<file path="config.mk">
export PLATFORM = sky130hd
export DESIGN_NAME = ops_timer
export DESIGN_NICKNAME = d
export VERILOG_FILES = /design/src/design/ops_pkg.sv /design/src/design/ops_timer.sv
export SDC_FILE = /design/constraint.sdc
export NUM_CORES = 1
export LEC_CHECK = 0
export BUFFER_PORTS_ARGS = -buffer_cell sky130_fd_sc_hd__buf_2
export CAP_MARGIN = 20
export CORE_MARGIN = 4
export CORE_UTILIZATION = 50
export DETAILED_ROUTE_END_ITERATION = 8
export PLACE_DENSITY = 0.73
export SLEW_MARGIN = 40
export SYNTH_ARGS = -nofsm -noshare
export SYNTH_HDL_FRONTEND = slang
export SYNTH_SLANG_ARGS = --single-unit
</file>
<file path="constraint.sdc">
create_clock -name clock -period 5.38 [get_ports clock]
set_clock_uncertainty 0.15 [all_clocks]
set_input_delay 0 -clock clock [delete_from_list [all_inputs] [get_ports clock]]
set_output_delay 0 -clock clock [all_outputs]
set_load 0.03 [all_outputs]
</file>
<file path="src/design/ops_pkg.sv">
package ops_pkg;
   // ==========================================
   // register byte addresses
   localparam logic [4:0] ADR_MODE  = 5'h00;
   localparam logic [4:0] ADR_CAPC  = 5'h04;
   localparam logic [4:0] ADR_OUTC  = 5'h08;
   localparam logic [4:0] ADR_EDGE  = 5'h0C;
   localparam logic [4:0] ADR_COUNT = 5'h10;
   localparam logic [4:0] ADR_CCF   = 5'h14;
   localparam logic [4:0] ADR_CCS   = 5'h18;
   // ==========================================
   // field positions
   localparam int MODE_OVF = 0;
   localparam int MODE_OP  = 2;
   localparam int CAPC_C1  = 0;
   localparam int CAPC_OPP = 1;
   localparam int CAPC_C2  = 2;
   localparam int OUT_EN   = 0;
   localparam int OUT_INV1 = 1;
   localparam int OUT_INV2 = 4;
   localparam int OUT_OSE  = 5;
   localparam int OUT_OST  = 6;
   // ==========================================
   // encodings and reset values
   localparam logic [1:0] OP_STOP   = 2'h0;
   localparam logic [1:0] OP_FREE   = 2'h1;
   localparam logic [1:0] OP_EDGE   = 2'h2;
   localparam logic [1:0] EDGE_FALL = 2'h0;
   localparam logic [1:0] EDGE_RISE = 2'h1;
   localparam logic [1:0] EDGE_BOTH = 2'h3;
   localparam logic [7:0] RST_REG8  = 8'h00;
   localparam logic [15:0] RST_REG16 = 16'h0000;
   localparam int CNT_WIDTH = 16;
   // ==========================================
   // types
   typedef enum {OS_IDLE, OS_WAIT, OS_PULSE} ops_os_t;
   typedef struct packed {
      logic trig_in_first;
      logic trig_in_second;
   } ops_trig_t;
   typedef struct packed {
      logic match_irq_first;
      logic match_irq_second;
   } ops_irq_t;
endpackage : ops_pkg

</file>
<file path="src/design/ops_timer.sv">
`timescale 1ns/1ps
module ops_timer #(
   parameter int CNT_W = ops_pkg::CNT_WIDTH
) (
   // clock and reset
   input  wire logic              clock,
   input  wire logic              nrst,
   // avalon-mm slave
   input  wire logic [4:0]        avs_address,
   input  wire logic              avs_read,
   input  wire logic              avs_write,
   input  wire logic [31:0]       avs_writedata,
   input  wire logic [3:0]        avs_byteenable,
   output logic [31:0]            avs_readdata,
   output logic                   avs_waitrequest,
   // pins
   input  wire ops_pkg::ops_trig_t trig,
   output logic                   timer_out_pin,
   output ops_pkg::ops_irq_t      irq
);
   import ops_pkg::*;

   // the bus lanes carry at most sixteen counter bits
   generate
      if (CNT_W < 2 || CNT_W > 16) begin : g_bad_width
         $error("CNT_W must lie in 2..16");
      end
   endgenerate

   // ==========================================
   // helpers
   function automatic logic valid_edge(input logic [1:0] sel, input logic p, input logic c);
      case (sel)
         EDGE_FALL: valid_edge = p & ~c;
         EDGE_RISE: valid_edge = ~p & c;
         EDGE_BOTH: valid_edge = p ^ c;
         default:   valid_edge = 1'b0;
      endcase
   endfunction : valid_edge

   function automatic logic [15:0] wr16(input logic [15:0] old, input logic [31:0] wd,
                                        input logic [3:0] be);
      wr16 = {be[1] ? wd[15:8] : old[15:8], be[0] ? wd[7:0] : old[7:0]};
   endfunction : wr16

   // ==========================================
   // state
   logic [7:0]       mode_control_reg, capcmp_control_reg, output_control_reg, edge_reg;
   logic [7:0]       next_mode, next_capc, next_outc, next_edge;
   logic [CNT_W-1:0] count_reg, capcmp_first, capcmp_second;
   logic [CNT_W-1:0] next_count, next_ccf, next_ccs;
   ops_trig_t        sync1, sync2, sync3;
   logic             bus_ack, next_ack;
   logic [31:0]      next_rdata;
   logic             soft_trig, next_soft;
   logic             out_lvl, next_lvl;
   ops_os_t          os_state, next_os;
   logic             cap1_q, cap2_q, next_cap1_q, next_cap2_q;
   ops_irq_t         next_irq;

   // ==========================================
   // decode
   logic [1:0]       op;
   logic             running, os_en, valid1, opp1, valid2, os_trig, clr;
   logic             m1, m2, cap1, cap2, acc, wr_ok, ovf_evt;
   logic [15:0]      cnt16, ccf16, ccs16;

   assign op      = mode_control_reg[MODE_OP +: 2];
   assign running = (op != OP_STOP);
   assign os_en   = output_control_reg[OUT_OSE] && (op == OP_FREE || op == OP_EDGE);
   assign valid1  = valid_edge(edge_reg[1:0], sync3.trig_in_first, sync2.trig_in_first);
   // xor swaps rise and fall; both-edge select turns into an unused code
   assign opp1    = valid_edge(edge_reg[1:0] ^ 2'h1, sync3.trig_in_first, sync2.trig_in_first);
   assign valid2  = valid_edge(edge_reg[3:2], sync3.trig_in_second, sync2.trig_in_second);
   assign os_trig = os_en && (soft_trig || valid1);
   assign clr     = running && (os_trig || (op == OP_EDGE && valid1));
   assign m1      = running && !capcmp_control_reg[CAPC_C1] && count_reg == capcmp_first;
   assign m2      = running && !capcmp_control_reg[CAPC_C2] && count_reg == capcmp_second;
   assign cap1    = running && capcmp_control_reg[CAPC_C1]
                    && (capcmp_control_reg[CAPC_OPP] ? opp1 : valid2);
   assign cap2    = running && capcmp_control_reg[CAPC_C2] && valid1;
   assign ovf_evt = running && !clr && (&count_reg);
   assign acc     = (avs_read || avs_write) && !bus_ack;
   assign wr_ok   = avs_write && bus_ack;
   assign cnt16   = 16'(count_reg);
   assign ccf16   = 16'(capcmp_first);
   assign ccs16   = 16'(capcmp_second);

   // every access costs exactly one wait state; the read mux is registered
   // so that the bus never sees a half-settled count on its data lanes
   // trade-off: two clocks per access instead of one
   assign avs_waitrequest = (avs_read || avs_write) && !bus_ack;
   assign timer_out_pin   = output_control_reg[OUT_EN] & out_lvl;

   // ==========================================
   // next values
   always_comb begin
      next_ack    = acc;
      next_rdata  = avs_readdata;
      next_mode   = mode_control_reg;
      next_capc   = capcmp_control_reg;
      next_outc   = output_control_reg;
      next_edge   = edge_reg;
      next_ccf    = capcmp_first;
      next_ccs    = capcmp_second;
      next_soft   = 1'b0;
      next_count  = count_reg;
      next_lvl    = out_lvl;
      next_os     = os_state;
      next_cap1_q = cap1 && !capcmp_control_reg[CAPC_OPP];
      next_cap2_q = cap2;
      // captures are stored now, their irq (none for an opposite-edge capture) follows one clock later
      next_irq.match_irq_first  = m1 || cap1_q;
      next_irq.match_irq_second = m2 || cap2_q;

      // read mux is sampled while waitrequest is high, shown at the ack clock
      if (acc && avs_read) begin
         case (avs_address)
            ADR_MODE:  next_rdata = {24'h000000, mode_control_reg};
            ADR_CAPC:  next_rdata = {24'h000000, capcmp_control_reg};
            ADR_OUTC:  next_rdata = {24'h000000, output_control_reg};
            ADR_EDGE:  next_rdata = {24'h000000, edge_reg};
            ADR_COUNT: next_rdata = {16'h0000, cnt16};
            ADR_CCF:   next_rdata = {16'h0000, ccf16};
            ADR_CCS:   next_rdata = {16'h0000, ccs16};
            default:   next_rdata = 32'h00000000;
         endcase
      end

      if (wr_ok && avs_byteenable[0]) begin
         case (avs_address)
            ADR_MODE: next_mode = {avs_writedata[7:1], mode_control_reg[MODE_OVF] & avs_writedata[0]};
            ADR_CAPC: next_capc = avs_writedata[7:0];
            ADR_OUTC: begin
               next_outc          = avs_writedata[7:0];
               next_outc[OUT_OST] = 1'b0;
               next_soft          = avs_writedata[OUT_OST];
            end
            ADR_EDGE: next_edge = avs_writedata[7:0];
            default: ;
         endcase
      end
      if (wr_ok && avs_address == ADR_CCF)
         next_ccf = CNT_W'(wr16(ccf16, avs_writedata, avs_byteenable));
      if (wr_ok && avs_address == ADR_CCS)
         next_ccs = CNT_W'(wr16(ccs16, avs_writedata, avs_byteenable));

      // a late overflow beats a software clear in the same clock
      if (ovf_evt)
         next_mode[MODE_OVF] = 1'b1;

      // captures beat a software write to the same register
      if (cap1)
         next_ccf = count_reg;
      if (cap2)
         next_ccs = count_reg;

      // stopping clears the count, so a restart always begins from zero
      // limitation: a stopped counter cannot be resumed where it left off
      if (!running)
         next_count = '0;
      else if (clr)
         next_count = '0;
      else
         next_count = count_reg + 1'b1;

      // in one-shot use the match edges own the level; the invert enables
      // are ignored so a stray enable bit cannot add a third edge per pulse
      // a second match without a first one leaves the pin low
      if (os_en) begin
         case (os_state)
            OS_IDLE: ;
            OS_WAIT: begin
               if (m1) begin
                  next_lvl = ~out_lvl;
                  next_os  = OS_PULSE;
               end
            end
            OS_PULSE: begin
               if (m2) begin
                  next_lvl = ~out_lvl;
                  next_os  = OS_IDLE;
               end
            end
            default: next_os = OS_IDLE;
         endcase
         if (os_trig) begin
            // a retrigger mid-pulse restarts from the inactive level
            next_lvl = 1'b0;
            next_os  = OS_WAIT;
         end
      end else begin
         next_os  = OS_IDLE;
         next_lvl = out_lvl ^ (m1 & output_control_reg[OUT_INV1]) ^ (m2 & output_control_reg[OUT_INV2]);
      end
   end

   // ==========================================
   // registers
   // sync1 and sync2 form the synchroniser; sync3 only keeps the previous
   // settled level for edge detection, so edges are seen two clocks late
   // pins must idle low at reset or a false edge follows release
   always_ff @(posedge clock) begin
      if (!nrst) begin
         sync1              <= '0;
         sync2              <= '0;
         sync3              <= '0;
         bus_ack            <= 1'b0;
         avs_readdata       <= 32'h00000000;
         mode_control_reg   <= RST_REG8;
         capcmp_control_reg <= RST_REG8;
         output_control_reg <= RST_REG8;
         edge_reg           <= RST_REG8;
         capcmp_first       <= '0;
         capcmp_second      <= '0;
         count_reg          <= '0;
         soft_trig          <= 1'b0;
         out_lvl            <= 1'b0;
         os_state           <= OS_IDLE;
         cap1_q             <= 1'b0;
         cap2_q             <= 1'b0;
         irq                <= '0;
      end else begin
         sync1              <= trig;
         sync2              <= sync1;
         sync3              <= sync2;
         bus_ack            <= next_ack;
         avs_readdata       <= next_rdata;
         mode_control_reg   <= next_mode;
         capcmp_control_reg <= next_capc;
         output_control_reg <= next_outc;
         edge_reg           <= next_edge;
         capcmp_first       <= next_ccf;
         capcmp_second      <= next_ccs;
         count_reg          <= next_count;
         soft_trig          <= next_soft;
         out_lvl            <= next_lvl;
         os_state           <= next_os;
         cap1_q             <= next_cap1_q;
         cap2_q             <= next_cap2_q;
         irq                <= next_irq;
      end
   end
endmodule : ops_timer

</file>
-- Yosys cells after proc, flatten, opt, wreduce, memory -nomap -nowiden
Cells that the tools add are included.
- register bits after elaboration: 156
- latch bits: 0
- RAM bits: 0
- memory bits (read-only): 0
- bits of input ports: 47
- memories: 0
- add/sub/neg operators: 1
- multiply operators: 0
- divide/modulo/power cells: 0
- order comparisons: 0
- equality and inequality tests: 26
- shifts and indexed selects: 0
- multiplexer cells: 23
- bitwise gates (word level): 22
- reduce and logical (&&, ||, !) cells: 63
- operators by type and width (cell ; count):
    $pmux W16 S7 ; 1
    $pmux W32 S3 ; 1
    $mux W16 ; 4
    $mux W32 ; 2
    $eq A16 B16 Y1 ; 2
    $eq A32 B1 Y1 const B ; 1
    $eq A32 B2 Y1 const B ; 1
    $logic_not A32 Y1 ; 1
    $logic_and A1 B1 Y1 ; 21
    $reduce_and A2 Y1 ; 10
    $reduce_bool A2 Y1 ; 9
    $add A16 B1 Y16 const B ; 1
    $mux W8 ; 2
    $reduce_and A16 Y1 ; 1
    $eq A5 B5 Y1 const B ; 3
    $reduce_and A3 Y1 ; 4
    $eq A5 B4 Y1 const B ; 2
    $not A1 Y1 ; 10
    $mux W1 ; 9
    $pmux W1 S3 ; 3
    $and A1 B1 Y1 ; 8
    $eq A2 B1 Y1 const B ; 4
    $eq A2 B2 Y1 const B ; 4
    $ne A4 B4 Y1 const B ; 2
    11 further kinds ; 29

-- Depth between registers and ports, before layout
Gate-level depths: netlist of the first run.
- depth in word-level cells: 12
- mapped depth: 9
- gate-level depth less buffers: 8

-- Worst setup path before layout of the first run
Ideal clock, no wire load.
- kind: flip-flop to flip-flop
- from: reg mode_control_reg[2]
- to: reg out_lvl
- setup time: 0.091 ns
- data arrival time: 2.115 ns
- data required time: 5.139 ns
- setup slack: 3.024 ns
- stages on the path, launching flop included: 8
- buffers on the path: 0
- clock period less this slack: 2.356 ns
- cell sequence: dfxtp_1 > inv_1 > ha_1 > or3_1 > nor4_2 > nand3_1 > or4_1 > a311oi_1
- word-level cells in the longest chain between the ends: 7
- elaborated cells on any way between the ends: 20
- ends and longest elaborated chain (element ; line ; RTL):
    start: declaration ; ops_timer.sv:48 ; logic [7:0] mode_control_reg, capcmp_control_reg, output_control_reg, edge_reg;
    start signal: assignment ; ops_timer.sv:229 ; mode_control_reg <= next_mode;
    $reduce_bool A2 Y1 ; ops_timer.sv:69 ; assign running = (op != OP_STOP);
    $logic_and A1 B1 Y1 (2 in a row) ; ops_timer.sv:77 ; assign m1 = running && !capcmp_control_reg[CAPC_C1] && count_reg == capcmp_first;
    $and A1 B1 Y1 ; ops_timer.sv:194 ; next_lvl = out_lvl ^ (m1 & output_control_reg[OUT_INV1]) ^ (m2 & output_control_reg[OUT_INV2]);
    $xor A1 B1 Y1 (2 in a row) ; ops_timer.sv:194 ;
    $mux W1 ; ops_timer.sv:170 ; if (os_en) begin
    end signal: assignment ; ops_timer.sv:237 ; out_lvl <= next_lvl;
    end: declaration ; ops_timer.sv:56 ; logic out_lvl, next_lvl;
Several ways; a longest one is shown, not always the timed one.
A chain may end at the register's enable or synchronous reset.

-- Final worst setup path of the first run
- from: reg count_reg[11], in the netlist cnt16[11]
- to: reg out_lvl
- word-level cells in the longest chain between the ends: 6
- elaborated cells on any way between the ends: 12
- ends and longest elaborated chain (element ; line ; RTL):
    start: declaration ; ops_timer.sv:50 ; logic [CNT_W-1:0] count_reg, capcmp_first, capcmp_second;
    start signal: assignment ; ops_timer.sv:235 ; count_reg <= next_count;
    $eq A16 B16 Y1 ; ops_timer.sv:77 ;
    $logic_and A1 B1 Y1 ; ops_timer.sv:77 ;
    $and A1 B1 Y1 ; ops_timer.sv:194 ;
    $xor A1 B1 Y1 (2 in a row) ; ops_timer.sv:194 ;
    $mux W1 ; ops_timer.sv:170 ;
Several ways; a longest one is shown, not always the timed one.

==> metrics, run 1 <==
Slew headroom=between 40 and 50%; leading cell types in the layout, fill and taps excluded=dfxtp_1, nor2_1, nand2_1; asr flop ratio synth=0%; final worst-path cycle share=around 52%; Place WS=~2.7 ns; Avg WL per Cell=~18 um; Final min period=about 2.8 ns; starting density of the core=51.3%; most common cell after layout, fill and taps aside=dfxtp_1; complex-gate fraction of the synthesized area=between 15 and 20%; Post-Synth XOR/XNOR Area=under 10%; CTS sink count=110; Post-CTS Resized=0; Synth Area in Adders=between 2 and 2.5%; Mapped Area=roughly 0.0056 mm2; Worst setup EP type=register; Req. time, crit path=5.49 ns; Post-route DRC=0; ys flop type=dfxtp_1; Ys Warns=0; Total GRT Usage=24.2%; Min Hold Slack=roughly 0.083 ns; final worst slack=between 2 and 3 ns; Mapped Cells=680; Worst-Margin Slew=roughly 0.8 ns; GP Congestion=~0.9; worst-skew pair later-pin latency=about 0.35 ns; Port Buffers=48; setup_tns=0 ns; Design Area, Final=~0.0063 mm2; RSZ-0062 raised after global routing=false; Yosys cell types=51; dpl hpwl=between 10,000 and 15,000 um; status=finished clean; Final setup violation count=0; number of global-route vias before repair=approximately 5,000; fin nets=around 770; CTS Buffer Depth=2; Final Hold Fails=0; fin. max-slew vios=0; largest family of logic cells by synthesized area=simple AND/OR/NAND/NOR gates; DIE WIDTH=around 110 um; htree depth=3; Critical Path AT=roughly 2.9 ns; CP Cell Sequence=xor2_1, or3_1, nor4_2, nand3_1, or4_1, a311oi_1; CP max stage cell=dfxtp_1; routed vias/inst=around 6; Initial DRT Pass Iterations=5; Placed Area=between 0.005 and 0.006 mm2; Die Height=between 100 and 150 um; grt total ovfl=0; postcts setup bufs=0; Root Driver=clkbuf_16; Detailed Route Iter0 Violations=738; Clk pin slew, worst setup/hold paths=approximately 0.070 ns; Core Area=around 0.011 mm2; Seq cells post-synth=between 100 and 150; Synth top area share=approximately two fifths; CP top delay family=simple AND/OR/NAND/NOR gates; Detail Route Antenna Nets=0; number of enable flip-flop cells after synthesis=0; synth top area cells=dfxtp_1, nor2_1, mux2i_1, nand3_1, xnor2_1; final WL=15,700 um; mux cell area share after synthesis=6.42%; Hold Path Class=in -> reg; Startpoint Class=register; Post-Synth Simple-Gate Area=between 20% and 30%; largest net degree at the start of global routing=roughly 90; Vias=5,169; area leader, netlist=dfxtp_1; sequential fraction of the synthesis area=~39%; Num CTS Buffers=9; PD cells=approximately 250 mW/mm2; # IOs=83; CTS tree=done; row count=38; Pleak=about 2.4 nW; Buffers & Inverters on Critical Path=0; Max Clock Freq=about 0.36 GHz; Avg Inst Size Synth=8.25 um2; CP max FO=9; FILL cells=986; maxcap violations=0; DIE AREA=around 0.013 mm2; Max stage delay on crit path=roughly 0.58 ns; share of layout cells above drive strength 1=11.4%; Area Overhead vs Synth=13.0%; antenna violations before repair=0; ANT cells=0; Worst Path Class, Setup=reg -> reg; Peak supply drop=between 0.1 and 0.15 mV; first-pass GRT wire length=25,300 um
==> cell usage after synthesis, types with 3 or more instances <==
master / count
xor2_1: 18
nand2_1: 61
a22oi_1: 31
o21ai_1: 3
nor2_1: 97
nand2b_1: 3
a311oi_1: 17
and3_1: 5
a211oi_1: 17
xnor2_1: 27
nand4_1: 5
buf_6: 3
and2_1: 8
nand3_1: 55
buf_4: 17
inv_1: 20
mux2i_1: 36
ha_1: 10
nor3_1: 8
o21ai_0: 9
a21oi_1: 27
buf_2: 5
a222oi_1: 5
nor4_1: 4
clkbuf_1: 44
dfxtp_1: 110
and4_1: 3
==> area by class of cell <==
class | count | area (um2) | area share [%]
clock buffers | 13 | 270 | 4.26
clock inverters | 3 | 17.5 | 0.276
inverters | 21 | 78.8 | 1.24
multi-input cells | 493 | 3040 | 48.0
flip-flops and latches | 110 | 2200 | 34.7
well taps | 140 | 175 | 2.76
repair buffers | 81 | 557 | 8.78
==> kinds of logic (layout without fill, tap and decap cells) <==
logic type | count (synthesis) | in the layout
multiplexers | 36 | 36
AO/OA/AOI/OAI | 124 | 124
adder cells (fa/ha/maj) | 10 | 10
XOR/XNOR | 46 | 46
buffers and inverters | 92 | 118
other | 1 | 16
flip-flops | 110 | 110
AND/OR/NAND/NOR | 261 | 261
==> routing by layer <==
metal,GRT usage [%],up-vias,wire (um)
met1,32.1,2478,6630
met3,4.30,52,1180
li1,-,2408,-
met4,13.2,0,587
met5,0,-,0
met2,37.4,231,7250
==> worst paths after layout <==
kind,from,to,slack (ns),cells past startpoint
worst max-delay path,cnt16[11]$_SDFF_PP0_,out_lvl$_SDFFE_PN0P_,2.58,6
worst min register to register,sync1[1]$_SDFF_PN0_,sync2[1]$_SDFF_PN0_,0.29,1
worst max register to register,cnt16[11]$_SDFF_PP0_,out_lvl$_SDFFE_PN0P_,2.58,6
worst min-delay path,avs_address[4],avs_readdata[3]$_SDFFE_PN0P_,0.08,5
==> timing repair <==
item                                    in CTS  in global routing
hold buffers                                26                  0
hold endpoints to repair                    78                  0
endpoints found under the setup margin       0                  0
==> where the power goes <==
part	internal [mW]	total, mW	switching, mW
clock network	0.351	0.650	0.298
logic	0.0315	0.0978	0.0663
registers	0.817	0.819	0.00214
==> worst register-to-register path: stages, from the launching register on <==
cell,delay [ns]
dfxtp_1,0.58
xor2_1,0.18
or3_1,0.37
nor4_2,0.48
nand3_1,0.19
or4_1,0.52
a311oi_1,0.24
==> per-stage QoR <==
stage          util, %  instances  power, mW
4_1_cts           57.9        861       1.57
3_3_place_gp      52.8        819      0.916
3_5_place_dp      52.9        819      0.919
5_1_grt           58.0        861       1.61
6_report          58.0        861       1.57
2_1_floorplan        -        695      0.897
(Power assumes the default switching activity.)
==> inputs of run 2 (changes only) <==
--- a/config.mk
+++ b/config.mk
@@ -5,6 +5,7 @@
 export SDC_FILE = /design/constraint.sdc
 export NUM_CORES = 1
 export LEC_CHECK = 0
+export ABC_AREA = 1
 export BUFFER_PORTS_ARGS = -buffer_cell sky130_fd_sc_hd__buf_2
 export CAP_MARGIN = 20
 export CORE_MARGIN = 4
==> constraint.sdc (replaced) <==
create_clock -name clock -period 2.7 [get_ports clock]
set_clock_uncertainty 0.15 [all_clocks]
set_input_delay 0 -clock clock [delete_from_list [all_inputs] [get_ports clock]]
set_output_delay 0 -clock clock [all_outputs]
set_load 0.03 [all_outputs]
==> metrics, run 2 <==
GP Congestion=0.941 (+4.0%); Total GRT Usage=25.0% (+0.77 points); # IOs=83 (unchanged); postcts setup bufs=0 (unchanged); largest family of logic cells by synthesized area=simple AND/OR/NAND/NOR gates; largest net degree at the start of global routing=68 (-23%); DIE AREA=0.0134 mm2 (+3.1%); Area Overhead vs Synth=13.6%; Startpoint Class=register; r2r setup slk=0.29 ns (-2.29 ns); Avg WL per Cell=15.7 um (-14%); Worst Path Class, Setup=reg -> reg; Post-route DRC=0 (unchanged); multi-input logic area=0.00292 mm2 (-3.9%); Synth top area share=38.0% (-1.3 points); Post-Synth XOR/XNOR Area=1.81% (-5.5 points); share of layout cells above drive strength 1=10.9% (-0.51 points); Port Buffers=48 (unchanged); maxcap violations=0 (unchanged); RSZ-0062 raised after global routing=false; number of enable flip-flop cells after synthesis=0 (unchanged); Mapped Cells=843 (+24%); first-pass GRT wire length=25,900 um (+2.6%); final WL=16,400 um (+4.7%); Final Hold Fails=0 (unchanged); worst-skew pair later-pin latency=0.36 ns (about the same); Synth Area in Adders=2.16% (-0.072 points); leading cell types in the layout, fill and taps excluded=nand2_1, dfxtp_1, inv_1; fin. max-slew vios=0 (unchanged); status=finished clean; Hold Path Class=in -> reg; mux cell area share after synthesis=0% (-6.4 points); ys flop type=dfxtp_1; CP max FO=7 (-2); synth cell count leaders=nand2_1, dfxtp_1, inv_1, o21ai_0, nor2_1; Num CTS Buffers=9 (unchanged); CTS sink count=110 (unchanged); Peak supply drop=0.612 mV (+330%); final worst-path cycle share=89.3% (+37 points); dpl hpwl=11,800 um (+13%); Final setup violation count=0 (unchanged); number of global-route vias before repair=5,117 (+3.0%); synth top area cells=dfxtp_1, nand2_1, inv_1, o21ai_0, a21oi_1; Worst setup EP type=register; Max Clock Freq=0.415 GHz (+16%); Seq cells post-synth=110 (unchanged); htree depth=3 (unchanged); Mapped Area=0.00580 mm2 (+3.3%); Core Area=0.0114 mm2 (+4.0%); CTS tree=done; asr flop ratio synth=0% (unchanged); Ys Warns=0 (unchanged); row count=39 (+2.6%); Avg Inst Size Synth=6.88 um2 (-17%); Vias=5,668 (+9.7%); DIE WIDTH=116 um (+1.5%); Initial DRT Pass Iterations=6 (+1); Detail Route Antenna Nets=0 (unchanged); Worst-Margin Slew=0.672 ns (-0.132 ns); Pwr Total=3.22 mW (+110%); area leader, netlist=dfxtp_1; Clk pin slew, worst setup/hold paths=0.07 ns (about the same); Final min period=2.41 ns (-0.392 ns); Detailed Route Iter0 Violations=605 (-18%); ANT cells=0 (unchanged); routed vias/inst=5.42 (-9.7%); Layout Cells excl Fill=1,045 (+21%); grt total ovfl=0 (unchanged); setup_tns=0 ns (unchanged); Reg area=0.00220 mm2 (unchanged); PD cells=489 mW/mm2 (+98%); dpl cells=1,009 (+23%); FILL cells=1,097 (+11%); Die Height=116 um (+1.5%); antenna violations before repair=0 (unchanged); Root Driver=clkbuf_16; CTS Buffer Depth=2 (unchanged); sequential fraction of the synthesis area=38.0% (-1.3 points); most common cell after layout, fill and taps aside=nand2_1; Post-Synth Simple-Gate Area=26.6% (+5.4 points); most numerous cell in the Yosys netlist=nand2_1; Critical Path AT=2.52 ns (-0.40 ns); Slew headroom=55.1% (+9.1 points); complex-gate fraction of the synthesized area=18.7% (+3.0 points); fin nets=954 (+23%); Pleak=2.78 nW (+18%); Yosys cell types=45 (-12%); Req. time, crit path=2.81 ns (-2.68 ns); starting density of the core=51.0% (-0.31 points)
run 2: metrics by stage:
step                hold WS, ns  area (um2)  setup WS, ns  util [%]
floorplan               -0.0524        5860         0.826         -
global placement         0.0386        6070         0.345      53.4
detailed placement       0.0391        6070         0.263      53.4
CTS                      0.0478        6580         0.246      57.9
global route             0.0536        6590        0.0632      57.9
finish                   0.0517        6590         0.288      57.9
run 2: final timing paths:
path / start / endpoint / depth (start not counted)
max: sync2[1]$_SDFF_PN0_ / capcmp_second[15]$_SDFFE_PN0P_ / 12
min reg2reg: sync1[1]$_SDFF_PN0_ / sync2[1]$_SDFF_PN0_ / 2
min: avs_byteenable[0] / soft_trig$_SDFF_PN0_ / 3
max reg2reg: sync2[1]$_SDFF_PN0_ / capcmp_second[15]$_SDFFE_PN0P_ / 12
run 2: area by class of cell:
cell class	instances	share of cell area (%)
Clock inverter	2	0.589
Inverter	114	6.55
Tap cell	143	2.72
Clock buffer	14	4.16
Sequential cell	110	33.4
Multi-Input combinational cell	581	44.4
Timing Repair Buffer	81	8.17
run 2: metal layers:
metal	vias to the layer above	track usage (%)	share of wire, %
met1	2584	31.5	42
met3	41	6.01	7.3
met4	0	10.8	4.3
li1	2837	-	-
met2	206	40.9	46
met5	-	0	0
run 2: logic make-up after synthesis:
family,after synthesis
flip-flops,110
buffers and inverters,167
AND/OR/NAND/NOR,352
adder cells (fa/ha/maj),10
XOR/XNOR,12
AO/OA/AOI/OAI,191
other,1
run 2: timing repair:
action | in CTS | in global routing
endpoints found under the hold margin | 75 | 0
endpoints found under the setup margin | 0 | 1
hold buffers | 20 | 0
gates resized for setup | 0 | 2
run 2: worst max-delay path, stage by stage (launching register included):
cell and delay (ns):
dfxtp_1 0.35, inv_1 0.05, ha_1 0.28, nand2_1 0.06
o21ai_1 0.08, a21oi_1 0.39, nand2_2 0.25, nand2_1 0.23
inv_1 0.14, nand2_1 0.08, o221ai_1 0.11, nand2_1 0.09
inv_1 0.04
run 2: power by group:
group / switching [mW] / internal, mW / total, mW
clock network: 0.605 / 0.799 / 1.40
registers: 0.00434 / 1.63 / 1.63
logic: 0.129 / 0.0580 / 0.187
==> inputs of run 3 (changes only) <==
--- a/config.mk
+++ b/config.mk
@@ -12,6 +12,7 @@
 export CORE_UTILIZATION = 50
 export DETAILED_ROUTE_END_ITERATION = 8
 export PLACE_DENSITY = 0.73
+export REMOVE_ABC_BUFFERS = 1
 export SLEW_MARGIN = 40
 export SYNTH_ARGS = -nofsm -noshare
 export SYNTH_HDL_FRONTEND = slang
==> metrics, run 3 (synthesized netlist as in run 2, its figures left out) <==
Startpoint Class=register; PD cells=470 mW/mm2 (-4.0%); DIE WIDTH=116 um (unchanged); power share of the clock group=40.9% (-2.7 points); Total GRT Usage=25.4% (+0.39 points); Max stage delay on crit path=0.36 ns (-0.03 ns); Clk pin slew, worst setup/hold paths=0.07 ns (about the same); R2R cell count=12 (unchanged); Final min period=2.40 ns (-0.00753 ns); worst-skew pair later-pin latency=0.36 ns (about the same); Max Clock Freq=0.416 GHz (+0.31%); CP Cell Sequence=inv_1, ha_1, nand2_1, o21ai_1, a21oi_1, nand2_1, nand2_1, inv_1, nand2_1, o221ai_1, nand2_1, inv_1; final worst-path cycle share=89.0% (-0.28 points); setup_tns=0 ns (unchanged); share of layout cells above drive strength 1=10.7% (-0.13 points); htree depth=3 (unchanged); status=finished clean; r2r setup slk=0.30 ns (about the same); fin nets=956 (+0.21%); FILL cells=1,131 (+3.1%); Hold Path Class=in -> reg; fin. max-slew vios=0 (unchanged); Detailed Route Iter0 Violations=433 (-28%); CTS sink count=110 (unchanged); Sw Pwr=0.742 mW (+0.50%); first-pass GRT wire length=26,600 um (+2.4%); maxcap violations=0 (unchanged); number of global-route vias before repair=5,309 (+3.8%); CP max FO=7 (unchanged); CTS tree=done; DIE AREA=0.0134 mm2 (unchanged); RSZ-0062 raised after global routing=false; Pleak=2.77 nW (-0.29%); Critical Path AT=2.51 ns (about the same); Port Buffers=48 (unchanged); Area Overhead vs Synth=13.0%; Final setup violation count=0 (unchanged); Worst Path Class, Setup=reg -> reg; routed vias/inst=5.40 (-0.46%); Peak supply drop=0.438 mV (-28%); grt total ovfl=0 (unchanged); Worst setup EP type=register; Seq pwr share=53.0% (+2.4 points); Detail Route Antenna Nets=0 (unchanged); Slew headroom=56.0% (+0.90 points); Comb power frac=6.1% (+0.3 points); Post-Route Utilization=57.6% (-0.30 points); Die Height=116 um (unchanged); Vias=5,653 (-0.26%); min-delay src=nrst; switching part of the total power=24.1% (+1.2 points); leading cell types in the layout, fill and taps excluded=nand2_1, dfxtp_1, inv_1; Design Area, Final=0.00655 mm2 (-0.51%); starting density of the core=51.0% (unchanged); postcts setup bufs=0 (unchanged); antenna violations before repair=0 (unchanged); CTS Buffer Depth=2 (unchanged); worst hold stages=4 (+1); Worst-Margin Slew=0.661 ns (-0.0116 ns); ANT cells=0 (unchanged); Post-route DRC=0 (unchanged); Reg-to-Reg End=capcmp_second[15]$_SDFFE_PN0P_; Req. time, crit path=2.81 ns (about the same); Final Hold Fails=0 (unchanged); Core Area=0.0114 mm2 (unchanged); WHS Endpoint=cap2_q$_SDFF_PN0_; row count=39 (unchanged); Placed Area=0.00608 mm2 (+0.25%); cell-internal power=2.34 mW (-6.0%); CP max stage cell=dfxtp_1; Most common cell on crit path=nand2_1; Initial DRT Pass Iterations=5 (-1); Avg WL per Cell=15.6 um (-0.67%); Num CTS Buffers=9 (unchanged); GP Congestion=0.907 (-3.5%); largest net degree at the start of global routing=68 (unchanged); most common cell after layout, fill and taps aside=nand2_1; R2R Path Start=sync2[1]$_SDFF_PN0_; dpl hpwl=11,500 um (-2.7%); # IOs=83 (unchanged); final WL=16,300 um (-0.48%); Root Driver=clkbuf_16
-- run 3: changes by cell type in the layout (fill, tap and decap cells not counted), sizes merged --
cell	delta
clkinvlp	+1
inv	+1
clkbuf	-1
bufinv	-1
buf	+2
-- run 3: final cells by class --
cell class	instances	area, um2	share of cell area (%)
multi-input combinational	581	2920	44.6
sequential	110	2200	33.6
timing repair buffer	83	553	8.44
inverter	114	428	6.53
clock buffer	13	250	3.82
tap	143	179	2.73
clock inverter	3	20.0	0.306
-- run 3: routing by layer --
layer | up-vias | share of wire (%) | GRT usage [%]
met3 | 35 | 7.7 | 5.33
met5 | - | 0 | 0
met4 | 0 | 2.6 | 8.66
li1 | 2843 | - | -
met1 | 2551 | 43 | 33.4
met2 | 224 | 46 | 41.6
-- run 3: critical path, delay by kind of cell (launching register included) --
family | cells | cell delay [ns]
fa+ha+maj | 1 | 0.28
simple gates | 5 | 0.82
buf+inv | 3 | 0.24
flops | 1 | 0.36
compound gates | 3 | 0.45
-- run 3: worst max path at each step --
stage                              from                             end  depth (start not counted)
finish              sync2[1]$_SDFF_PN0_  capcmp_second[15]$_SDFFE_PN0P_                         12
CTS                 sync2[1]$_SDFF_PN0_  capcmp_second[15]$_SDFFE_PN0P_                         12
floorplan           sync2[1]$_SDFF_PN0_   capcmp_second[0]$_SDFFE_PN0P_                         10
detailed placement  sync2[1]$_SDFF_PN0_  capcmp_second[15]$_SDFFE_PN0P_                         12
global placement    sync2[1]$_SDFF_PN0_   capcmp_second[8]$_SDFFE_PN0P_                         12
global route        sync2[1]$_SDFF_PN0_  capcmp_second[12]$_SDFFE_PN0P_                         12
-- run 3: power by group through the flow --
stage,combinational (mW),sequential [mW],clock (mW)
finish,0.188,1.63,1.26
global route,0.204,1.63,1.34
CTS,0.185,1.63,1.28
detailed placement,0.163,1.67,0
global placement,0.163,1.67,0
floorplan,0.0864,1.67,0
-- run 3: what timing repair did --
| action | in CTS | in global routing |
|---|---|---|
| hold buffers | 20 | 0 |
| hold endpoints to repair | 59 | 0 |
| resized for setup | 0 | 0 |
| setup endpoints to repair | 0 | 0 |
-- run 3: stage by stage --
step	power (mW)	std cells	worst slack, ns	hold slack [ns]
6_report	3.08	1047	0.296	0.0335
5_1_grt	3.18	1047	0.140	0.0507
4_1_cts	3.10	1047	0.329	0.0236
3_5_place_dp	1.83	1011	0.349	0.0357
3_3_place_gp	1.83	1011	0.397	0.0308
2_1_floorplan	1.76	805	0.551	-0.0565
